**config.mk**
```make
export PLATFORM = sky130hd
export DESIGN_NAME = ahpc_top
export DESIGN_NICKNAME = d
export VERILOG_FILES = /design/src/hw/ahpc_pkg.sv /design/src/hw/ahpc_top.sv
export SDC_FILE = /design/constraint.sdc
export NUM_CORES = 1
export LEC_CHECK = 0
export ABC_AREA = 1
export BUFFER_PORTS_ARGS = -buffer_cell sky130_fd_sc_hd__buf_4
export CAP_MARGIN = 20
export CORE_AREA = 5 5 103 105
export DETAILED_ROUTE_END_ITERATION = 6
export DIE_AREA = 0 0 108 110
export PLACE_DENSITY = 0.92
export SLEW_MARGIN = 20
export SYNTH_ARGS = -nofsm -noshare
export SYNTH_HDL_FRONTEND = slang
export SYNTH_SLANG_ARGS = --single-unit
```
**constraint.sdc**
```tcl
create_clock -name clk -period 5.8 [get_ports clk]
set_clock_uncertainty 0.2 [all_clocks]
set_input_delay 1.16 -clock clk [delete_from_list [all_inputs] [get_ports clk]]
set_output_delay 1.16 -clock clk [all_outputs]
set_load 0.05 [all_outputs]
```
**src/hw/ahpc_pkg.sv**
```systemverilog
// package for the atx host power control block
// assumes a 40 MHz clock and a 32-bit avalon-mm register port
package ahpc_pkg;
   // ---------------------------------------------------------------
   // clock and timing
   // ---------------------------------------------------------------
   localparam int unsigned CLK_HZ         = 40_000_000;
   localparam int unsigned TICK_HZ        = 32;            // 1/32 s ticks
   localparam int unsigned TICK_DIV       = CLK_HZ / TICK_HZ;
   localparam int unsigned ON_HOLD_MS     = 250;
   localparam int unsigned LONG_HOLD_MS   = 4000;
   localparam int unsigned EXTRA_MAX_MS   = 5000;
   localparam int unsigned RESET_PULSE_MS = 1000;
   localparam int unsigned MS_PER_S       = 1000;
   // tick counts derived from the times above
   localparam int unsigned ON_HOLD_TK   = (ON_HOLD_MS * TICK_HZ + MS_PER_S - 1) / MS_PER_S;
   localparam int unsigned LONG_HOLD_TK = (LONG_HOLD_MS * TICK_HZ + MS_PER_S - 1) / MS_PER_S;
   localparam int unsigned EXTRA_MAX_TK = (EXTRA_MAX_MS * TICK_HZ) / MS_PER_S;
   localparam int unsigned RESET_TK     = (RESET_PULSE_MS * TICK_HZ + MS_PER_S - 1) / MS_PER_S;

   // ---------------------------------------------------------------
   // register map (byte addresses)
   // ---------------------------------------------------------------
   localparam logic [3:0] REG_CTRL   = 4'h0;
   localparam logic [3:0] REG_PULSE  = 4'h4;
   localparam logic [3:0] REG_STATUS = 4'h8;
   localparam logic [3:0] REG_FAN    = 4'hc;
   localparam logic [7:0] PULSE_RST  = 8'h20;            // 32 ticks = 1.0 s
   localparam logic [7:0] FAN_RST    = 8'hff;
   localparam logic [31:0] UNMAPPED_RD = 32'h0000_0000;

   // control register fields
   localparam int CTRL_PON_EN   = 0;
   localparam int CTRL_HOFF_EN  = 1;
   localparam int CTRL_HRST_EN  = 2;
   localparam int CTRL_PWR_INV  = 3;
   localparam int CTRL_RST_INV  = 4;
   localparam int CTRL_BLANK_EN = 5;
   localparam int CTRL_W        = 6;

   typedef struct packed {
      logic pwr_oe;
      logic pwr_out;
      logic rst_oe;
      logic rst_out;
   } ahpc_drive_t;

   typedef enum logic [5:0] {
      ST_IDLE  = 6'b000001,
      ST_HOLD  = 6'b000010,
      ST_PON   = 6'b000100,
      ST_POFF  = 6'b001000,
      ST_EXTRA = 6'b010000,
      ST_HRST  = 6'b100000
   } ahpc_state_t;
endpackage

```
**src/hw/ahpc_top.sv**
```systemverilog
// atx host power control: keypad driven power on, hard off and reset
// assumes keys and power sense are raw pins, avalon-mm master on clk
`timescale 1ns/1ps

module ahpc_top
   import ahpc_pkg::*;
#(
   parameter int unsigned TICK_CYCLES = TICK_DIV
)(
   input  wire logic        clk,
   input  wire logic        rstn,
   input  wire logic        key_check_n,
   input  wire logic        key_cancel_n,
   input  wire logic        pwr_sense,
   input  wire logic [3:0]  avs_address,
   input  wire logic        avs_read,
   input  wire logic        avs_write,
   input  wire logic [31:0] avs_writedata,
   output logic [31:0]      avs_readdata,
   output logic             avs_waitrequest,
   output logic             pwr_ctl_o,
   output logic             pwr_ctl_oe,
   output logic             host_rst_o,
   output logic             host_rst_oe,
   output logic             display_blank,
   output logic [7:0]       fan_power,
   output logic             self_reboot
);
   // ---------------------------------------------------------------
   // pin synchronisers
   // ---------------------------------------------------------------
   logic [2:0] sync1_q;
   logic [2:0] sync2_q;
   always_ff @(posedge clk or negedge rstn)
   begin
      if (!rstn)
      begin
         sync1_q <= 3'h3;
         sync2_q <= 3'h3;
      end
      else
      begin
         sync1_q <= {pwr_sense, key_cancel_n, key_check_n};
         sync2_q <= sync1_q;
      end
   end
   logic chk_k;
   logic cnl_k;
   logic sense_s;
   assign chk_k   = ~sync2_q[0];
   assign cnl_k   = ~sync2_q[1];
   assign sense_s = sync2_q[2];

   // ---------------------------------------------------------------
   // 1/32 s tick divider
   // ---------------------------------------------------------------
   logic [31:0] div_q;
   logic [31:0] div_d;
   logic        tick;
   assign tick = (div_q == TICK_CYCLES - 1);
   always_comb
   begin
      div_d = tick ? 32'h0 : div_q + 32'h1;
   end
   always_ff @(posedge clk or negedge rstn)
   begin
      if (!rstn)
         div_q <= 32'h0;
      else
         div_q <= div_d;
   end

   // ---------------------------------------------------------------
   // register file
   // ---------------------------------------------------------------
   logic [CTRL_W-1:0] ctrl_q;
   logic [CTRL_W-1:0] ctrl_d;
   logic [7:0]        pulse_q;
   logic [7:0]        pulse_d;
   logic [7:0]        fan_q;
   logic [7:0]        fan_d;
   logic [31:0]       rdata_d;
   logic              ack_q;
   logic              ack_d;
   logic              wait_d;
   ahpc_state_t       st_q;
   logic              reboot_q;
   // one wait cycle per access: request seen, then acked
   // writes land only at the edge where waitrequest is seen low
   always_comb
   begin
      ctrl_d  = ctrl_q;
      pulse_d = pulse_q;
      fan_d   = fan_q;
      ack_d   = (avs_read || avs_write) && !ack_q;
      wait_d  = !ack_d;       // kept in a flop so the port has no logic after it
      rdata_d = avs_readdata;
      if (avs_write && ack_q)
      begin
         unique case (avs_address)
            REG_CTRL:  ctrl_d = avs_writedata[CTRL_W-1:0];
            REG_PULSE: pulse_d = avs_writedata[7:0];
            REG_FAN:   fan_d = avs_writedata[7:0];
            default:   ;
         endcase
      end
      if (avs_read && !ack_q)
      begin
         unique case (avs_address)
            REG_CTRL:   rdata_d = {26'h0, ctrl_q};
            REG_PULSE:  rdata_d = {24'h0, pulse_q};
            REG_STATUS: rdata_d = {24'h0, 2'h0, st_q};
            REG_FAN:    rdata_d = {24'h0, fan_q};
            default:    rdata_d = UNMAPPED_RD;
         endcase
      end
   end
   always_ff @(posedge clk or negedge rstn)
   begin
      if (!rstn)
      begin
         ctrl_q       <= '0;
         pulse_q      <= PULSE_RST;
         fan_q        <= FAN_RST;
         ack_q        <= 1'b0;
         avs_readdata <= 32'h0;
         avs_waitrequest <= 1'b1;
      end
      else
      begin
         ctrl_q       <= ctrl_d;
         pulse_q      <= pulse_d;
         fan_q        <= fan_d;
         ack_q        <= ack_d;
         avs_readdata <= rdata_d;
         avs_waitrequest <= wait_d;
      end
   end

   // ---------------------------------------------------------------
   // key hold and pulse sequencer
   // ---------------------------------------------------------------
   ahpc_state_t st_d;
   logic [7:0]  cnt_q;
   logic [7:0]  cnt_d;
   logic        act_q;                // 1: hold was cancel key
   logic        act_d;
   logic        reboot_d;
   logic        any_key;
   assign any_key = act_q ? cnl_k : chk_k;
   always_comb
   begin
      st_d     = st_q;
      cnt_d    = cnt_q;
      act_d    = act_q;
      reboot_d = 1'b0;
      unique case (st_q)
         ST_IDLE:
         begin
            cnt_d = 8'h0;
            if (chk_k && !sense_s && ctrl_q[CTRL_PON_EN])
            begin
               st_d  = ST_HOLD;
               act_d = 1'b0;
            end
            else if (chk_k && sense_s && ctrl_q[CTRL_HRST_EN])
            begin
               st_d  = ST_HOLD;
               act_d = 1'b0;
            end
            else if (cnl_k && sense_s && ctrl_q[CTRL_HOFF_EN])
            begin
               st_d  = ST_HOLD;
               act_d = 1'b1;
            end
         end
         ST_HOLD:
         begin
            if (!any_key)
               st_d = ST_IDLE;
            else if (tick)
            begin
               cnt_d = cnt_q + 8'h1;
               // enables and sense rechecked: a mode switched off mid-hold never fires
               if (!act_q && !sense_s && ctrl_q[CTRL_PON_EN] && cnt_q + 8'h1 >= 8'(ON_HOLD_TK))
               begin
                  st_d  = ST_PON;
                  cnt_d = 8'h0;
               end
               else if (!act_q && sense_s && ctrl_q[CTRL_HRST_EN] && cnt_q + 8'h1 >= 8'(LONG_HOLD_TK))
               begin
                  st_d  = ST_HRST;
                  cnt_d = 8'h0;
               end
               else if (act_q && sense_s && ctrl_q[CTRL_HOFF_EN] && cnt_q + 8'h1 >= 8'(LONG_HOLD_TK))
               begin
                  st_d  = ST_POFF;
                  cnt_d = 8'h0;
               end
            end
         end
         ST_PON:
         begin
            if (tick)
               cnt_d = cnt_q + 8'h1;
            if (tick && cnt_q + 8'h1 >= pulse_q)
               st_d = ST_IDLE;
         end
         ST_POFF:
         begin
            if (tick)
               cnt_d = cnt_q + 8'h1;
            if (tick && cnt_q + 8'h1 >= pulse_q)
            begin
               st_d  = cnl_k ? ST_EXTRA : ST_IDLE;
               cnt_d = 8'h0;
            end
         end
         ST_EXTRA:
         begin
            if (tick)
               cnt_d = cnt_q + 8'h1;
            // bounded so a stuck key cannot hold the switch forever
            if (!cnl_k || (tick && cnt_q + 8'h1 >= 8'(EXTRA_MAX_TK)))
               st_d = ST_IDLE;
         end
         ST_HRST:
         begin
            if (tick)
               cnt_d = cnt_q + 8'h1;
            if (tick && cnt_q + 8'h1 >= 8'(RESET_TK))
            begin
               st_d     = ST_IDLE;
               reboot_d = 1'b1;
            end
         end
      endcase
   end
   always_ff @(posedge clk or negedge rstn)
   begin
      if (!rstn)
      begin
         st_q     <= ST_IDLE;
         cnt_q    <= 8'h0;
         act_q    <= 1'b0;
         reboot_q <= 1'b0;
      end
      else
      begin
         st_q     <= st_d;
         cnt_q    <= cnt_d;
         act_q    <= act_d;
         reboot_q <= reboot_d;
      end
   end
   assign self_reboot = reboot_q;

   // ---------------------------------------------------------------
   // pin drive, blanking and fan hold, all registered
   // ---------------------------------------------------------------
   ahpc_drive_t drv_q;
   ahpc_drive_t drv_d;
   logic        blank_q;
   logic        blank_d;
   logic [7:0]  fanout_q;
   logic [7:0]  fanout_d;
   always_comb
   begin
      drv_d.pwr_oe  = (st_d == ST_PON) || (st_d == ST_POFF) || (st_d == ST_EXTRA);
      drv_d.pwr_out = ctrl_q[CTRL_PWR_INV];
      drv_d.rst_oe  = (st_d == ST_HRST);
      drv_d.rst_out = ctrl_q[CTRL_RST_INV];
      blank_d       = ctrl_q[CTRL_BLANK_EN] && !sense_s;
      fanout_d      = fan_q;   // sense does not touch fans
   end
   always_ff @(posedge clk or negedge rstn)
   begin
      if (!rstn)
      begin
         drv_q    <= '0;
         blank_q  <= 1'b0;
         fanout_q <= FAN_RST;
      end
      else
      begin
         drv_q    <= drv_d;
         blank_q  <= blank_d;
         fanout_q <= fanout_d;
      end
   end
   assign pwr_ctl_o     = drv_q.pwr_out;
   assign pwr_ctl_oe    = drv_q.pwr_oe;
   assign host_rst_o    = drv_q.rst_out;
   assign host_rst_oe   = drv_q.rst_oe;
   assign display_blank = blank_q;
   assign fan_power     = fanout_q;
endmodule

```
==> run metrics <==
Synth-to-Final Area Change 9.632%; global-route usage over all layers 21.48%; Final period util 47.23%; Max-cap violations 0; crit-path max FO 11; number of synthesized flops with an enable pin 0; # rows 36; global placement routability congestion 0.9147; Final nets 809; H-tree depth reported by CTS 3; static leakage 3.107 nW; post-synthesis sequential area ratio 44.97%; Worst Path Arrival 2.83 ns; post-CTS setup repair buffer count 0; largest net degree at the start of global routing 52; XOR/XNOR share of the synthesized area 2.829%; unrepaired setup endpoints after global routing false; Worst IR Drop VDD 0.0002641 V; Core Area 9549 µm²; layout cells sized above 1 17.45%; root buffer cell clkbuf_8; final setup violating endpoints 0; CTS tree done; Synth Area in Compound Gates 7.948%; Yosys reg bits 99; total CTS buffers 9; Detailed Route WL 11.78 mm; DRT antenna net count 0; Max Root-Sink Buffers 2; startpoint type of the worst setup path register; Die Wd 108 µm; Ports 90; Simple-Gate Fraction of Synth Area 30.47%; Initial Utilization 58.36%; Resize count post-CTS 0; critical path class reg -> reg; final max-slew violation count 0; 1st-iter DRT viols 387; vias in the first global route 4466; first-pass GRT wire length 20.35 mm; clock latency on the worst-skew pair 0.39 ns; main combinational cell family by area after synthesis simple AND/OR/NAND/NOR gates; status complete, no violations; Tightest Pin Transition 0.6650 ns; hold crit path type reg -> reg; Final Hold Slack 0.1501 ns; DRC viols 0; ANT cells 0; asr flop ratio synth 100.0%; initial antenna violation count 0; post-synthesis adder-cell area fraction 2.021%; via density per instance 5.225; Post-synth top flop dfrtp_1; setup TNS 0 ns; HPWL Detailed 8.840 mm; CP endpoint kind register; hold buffers post-CTS 0; Final Critical Period 2.739 ns; Port Buffer Count 41; Post-Syn Area per Cell 7.827 µm²; FF-to-FF setup slack 3.06 ns; mux cell area share after synthesis 0%; post-synthesis cell count 712; required time worst endpoint 5.89 ns; YS warnings 0; Die Span Y 110 µm; Clk pin slew, worst setup/hold paths 0.11 ns; number of library cell types mapped by synthesis 42; Hold Vio Cnt, Final 0; pwr/cell area 278.5 nW/µm²; total number of vias 4676; full die area 11880 µm²; fmax 365.1 MHz; gr ovfl total 0; first-pass detailed-route iteration total 6; DR WL/cell 13.17 µm; Sink Count 99; Cell Area, Synth 5573 µm²; Slew headroom 55.33%
==> critical path, cell delays in order, from the launching register on <==
cell and delay [ns]:
dfrtp_1 0.45, nand3_1 0.22, nor2_1 0.15, nand2_1 0.07
nand2_1 0.12, inv_1 0.10, ha_1 0.31, nand2_1 0.06
inv_1 0.04, nand2_1 0.04, nand2_1 0.05, nand2_1 0.05
nand2_1 0.08, nand2_1 0.29, nand3_1 0.19, nand2_1 0.07
nor2_1 0.09, nand2_1 0.06
==> layout by cell type (no fill, tap or decap), types with 2 or more instances in the layout <==
master	Yosys	routed
dfrtp_1	76	76
nor2_2	9	9
clkbuf_8	0	9
o2111ai_1	5	5
o21ai_2	2	2
nor2_4	7	7
inv_6	0	3
nand3_2	6	6
xnor2_1	6	6
nor3_1	21	21
nand3_1	47	47
conb_1	1	24
nor4_1	8	8
nand2_1	198	198
nand2_2	11	11
o21ai_0	43	43
o211ai_1	3	3
nand4_1	13	13
xor2_1	12	12
buf_4	25	43
inv_2	8	8
inv_8	0	2
a21oi_1	11	11
ha_1	9	9
dfstp_2	23	23
nor2_1	41	41
o21ai_1	5	5
inv_1	100	100
==> path summary, 6_finish.rpt <==
path,startpoint,endpoint,cells past startpoint
worst max-delay path,cnt_q[0],pwr_ctl_oe,17
worst min-delay path,sync1_q[2],sync2_q[2],0
worst max register to register,cnt_q[0],pwr_ctl_oe,17
worst min register to register,sync1_q[2],sync2_q[2],0
max in group asynchronous,rstn,ctrl_q[1],2
min in group asynchronous,rstn,div_q[28],1
==> cells by family (layout without fill, tap and decap cells) <==
family,Yosys count,count (layout)
compound gates,75,75
xor+xnor,18,18
fa+ha+maj,9,9
buf+inv,142,169
flops,99,99
other cells,1,24
simple gates,368,368
==> flip-flops by register name, indices dropped and copies added (netlist names), 3 cells and up <==
name	cells
avs_readdata	8
st_q	6
ctrl_q	6
sync2_q	3
cnt_q	8
div_q	32
pulse_q	8
fan_q	8
sync1_q	3
fan_power	8
==> metrics by stage <==
stage | power (mW) | cell area [µm²] | worst slack, ns | std cells | utilization, %
5_1_grt | 1.801 | 6110 | 2.774 | 895 | 63.98
2_1_floorplan | 1.152 | 5659 | 3.231 | 735 | -
3_3_place_gp | 1.255 | 5912 | 2.794 | 879 | 61.91
6_report | 1.702 | 6110 | 3.061 | 895 | 63.98
4_1_cts | 1.716 | 6110 | 3.060 | 895 | 63.98
3_5_place_dp | 1.267 | 5912 | 2.781 | 879 | 61.91
==> synth_stat cells, drive strengths merged, types with 2 or more instances <==
cell     count  share of area, %
or2          2              0.22
inv        109               7.4
o2111ai      5              0.79
clkbuf       4              0.27
nor2        57               5.2
nor3        23               2.4
nand3       53               5.3
nor4         8              0.90
nand2      209                15
nand4       14               1.7
o21ai       50               4.6
xnor2        6              0.94
o21bai       2              0.47
o211ai       4              0.63
ha           9               2.0
a21oi       12               1.1
dfstp       23                11
dfrtp       76                34
xor2        12               1.9
buf         28               4.0
==> report_power, final <==
part | leakage, nW | switching, mW | internal [mW] | total [mW]
combinational | 1.74 | 0.296 | 0.119 | 0.415
sequential | 1.26 | 0.0623 | 0.782 | 0.845
clock | 0.101 | 0.271 | 0.171 | 0.442
total | 3.11 | 0.630 | 1.07 | 1.70
==> final cells by class <==
| class | instances | area (µm²) |
|---|---|---|
| fillers | 828 | 3440 |
| flip-flops and latches | 99 | 2506 |
| multi-input cells | 494 | 2501 |
| inverters | 110 | 415.4 |
| repair buffers | 43 | 322.8 |
| well taps | 133 | 166.4 |
| clock buffers | 9 | 123.9 |
| clock inverters | 7 | 73.82 |
==> per-layer routing <==
metal | GRT usage, % | vias up | routed length (µm)
met3 | 5.183 | 22 | 680
li1 | - | 2319 | -
met1 | 27.53 | 2183 | 5130
met5 | 0 | - | 0
met4 | 6.673 | 0 | 202
met2 | 36.23 | 152 | 5770
Power figures use the tool's default switching activity.
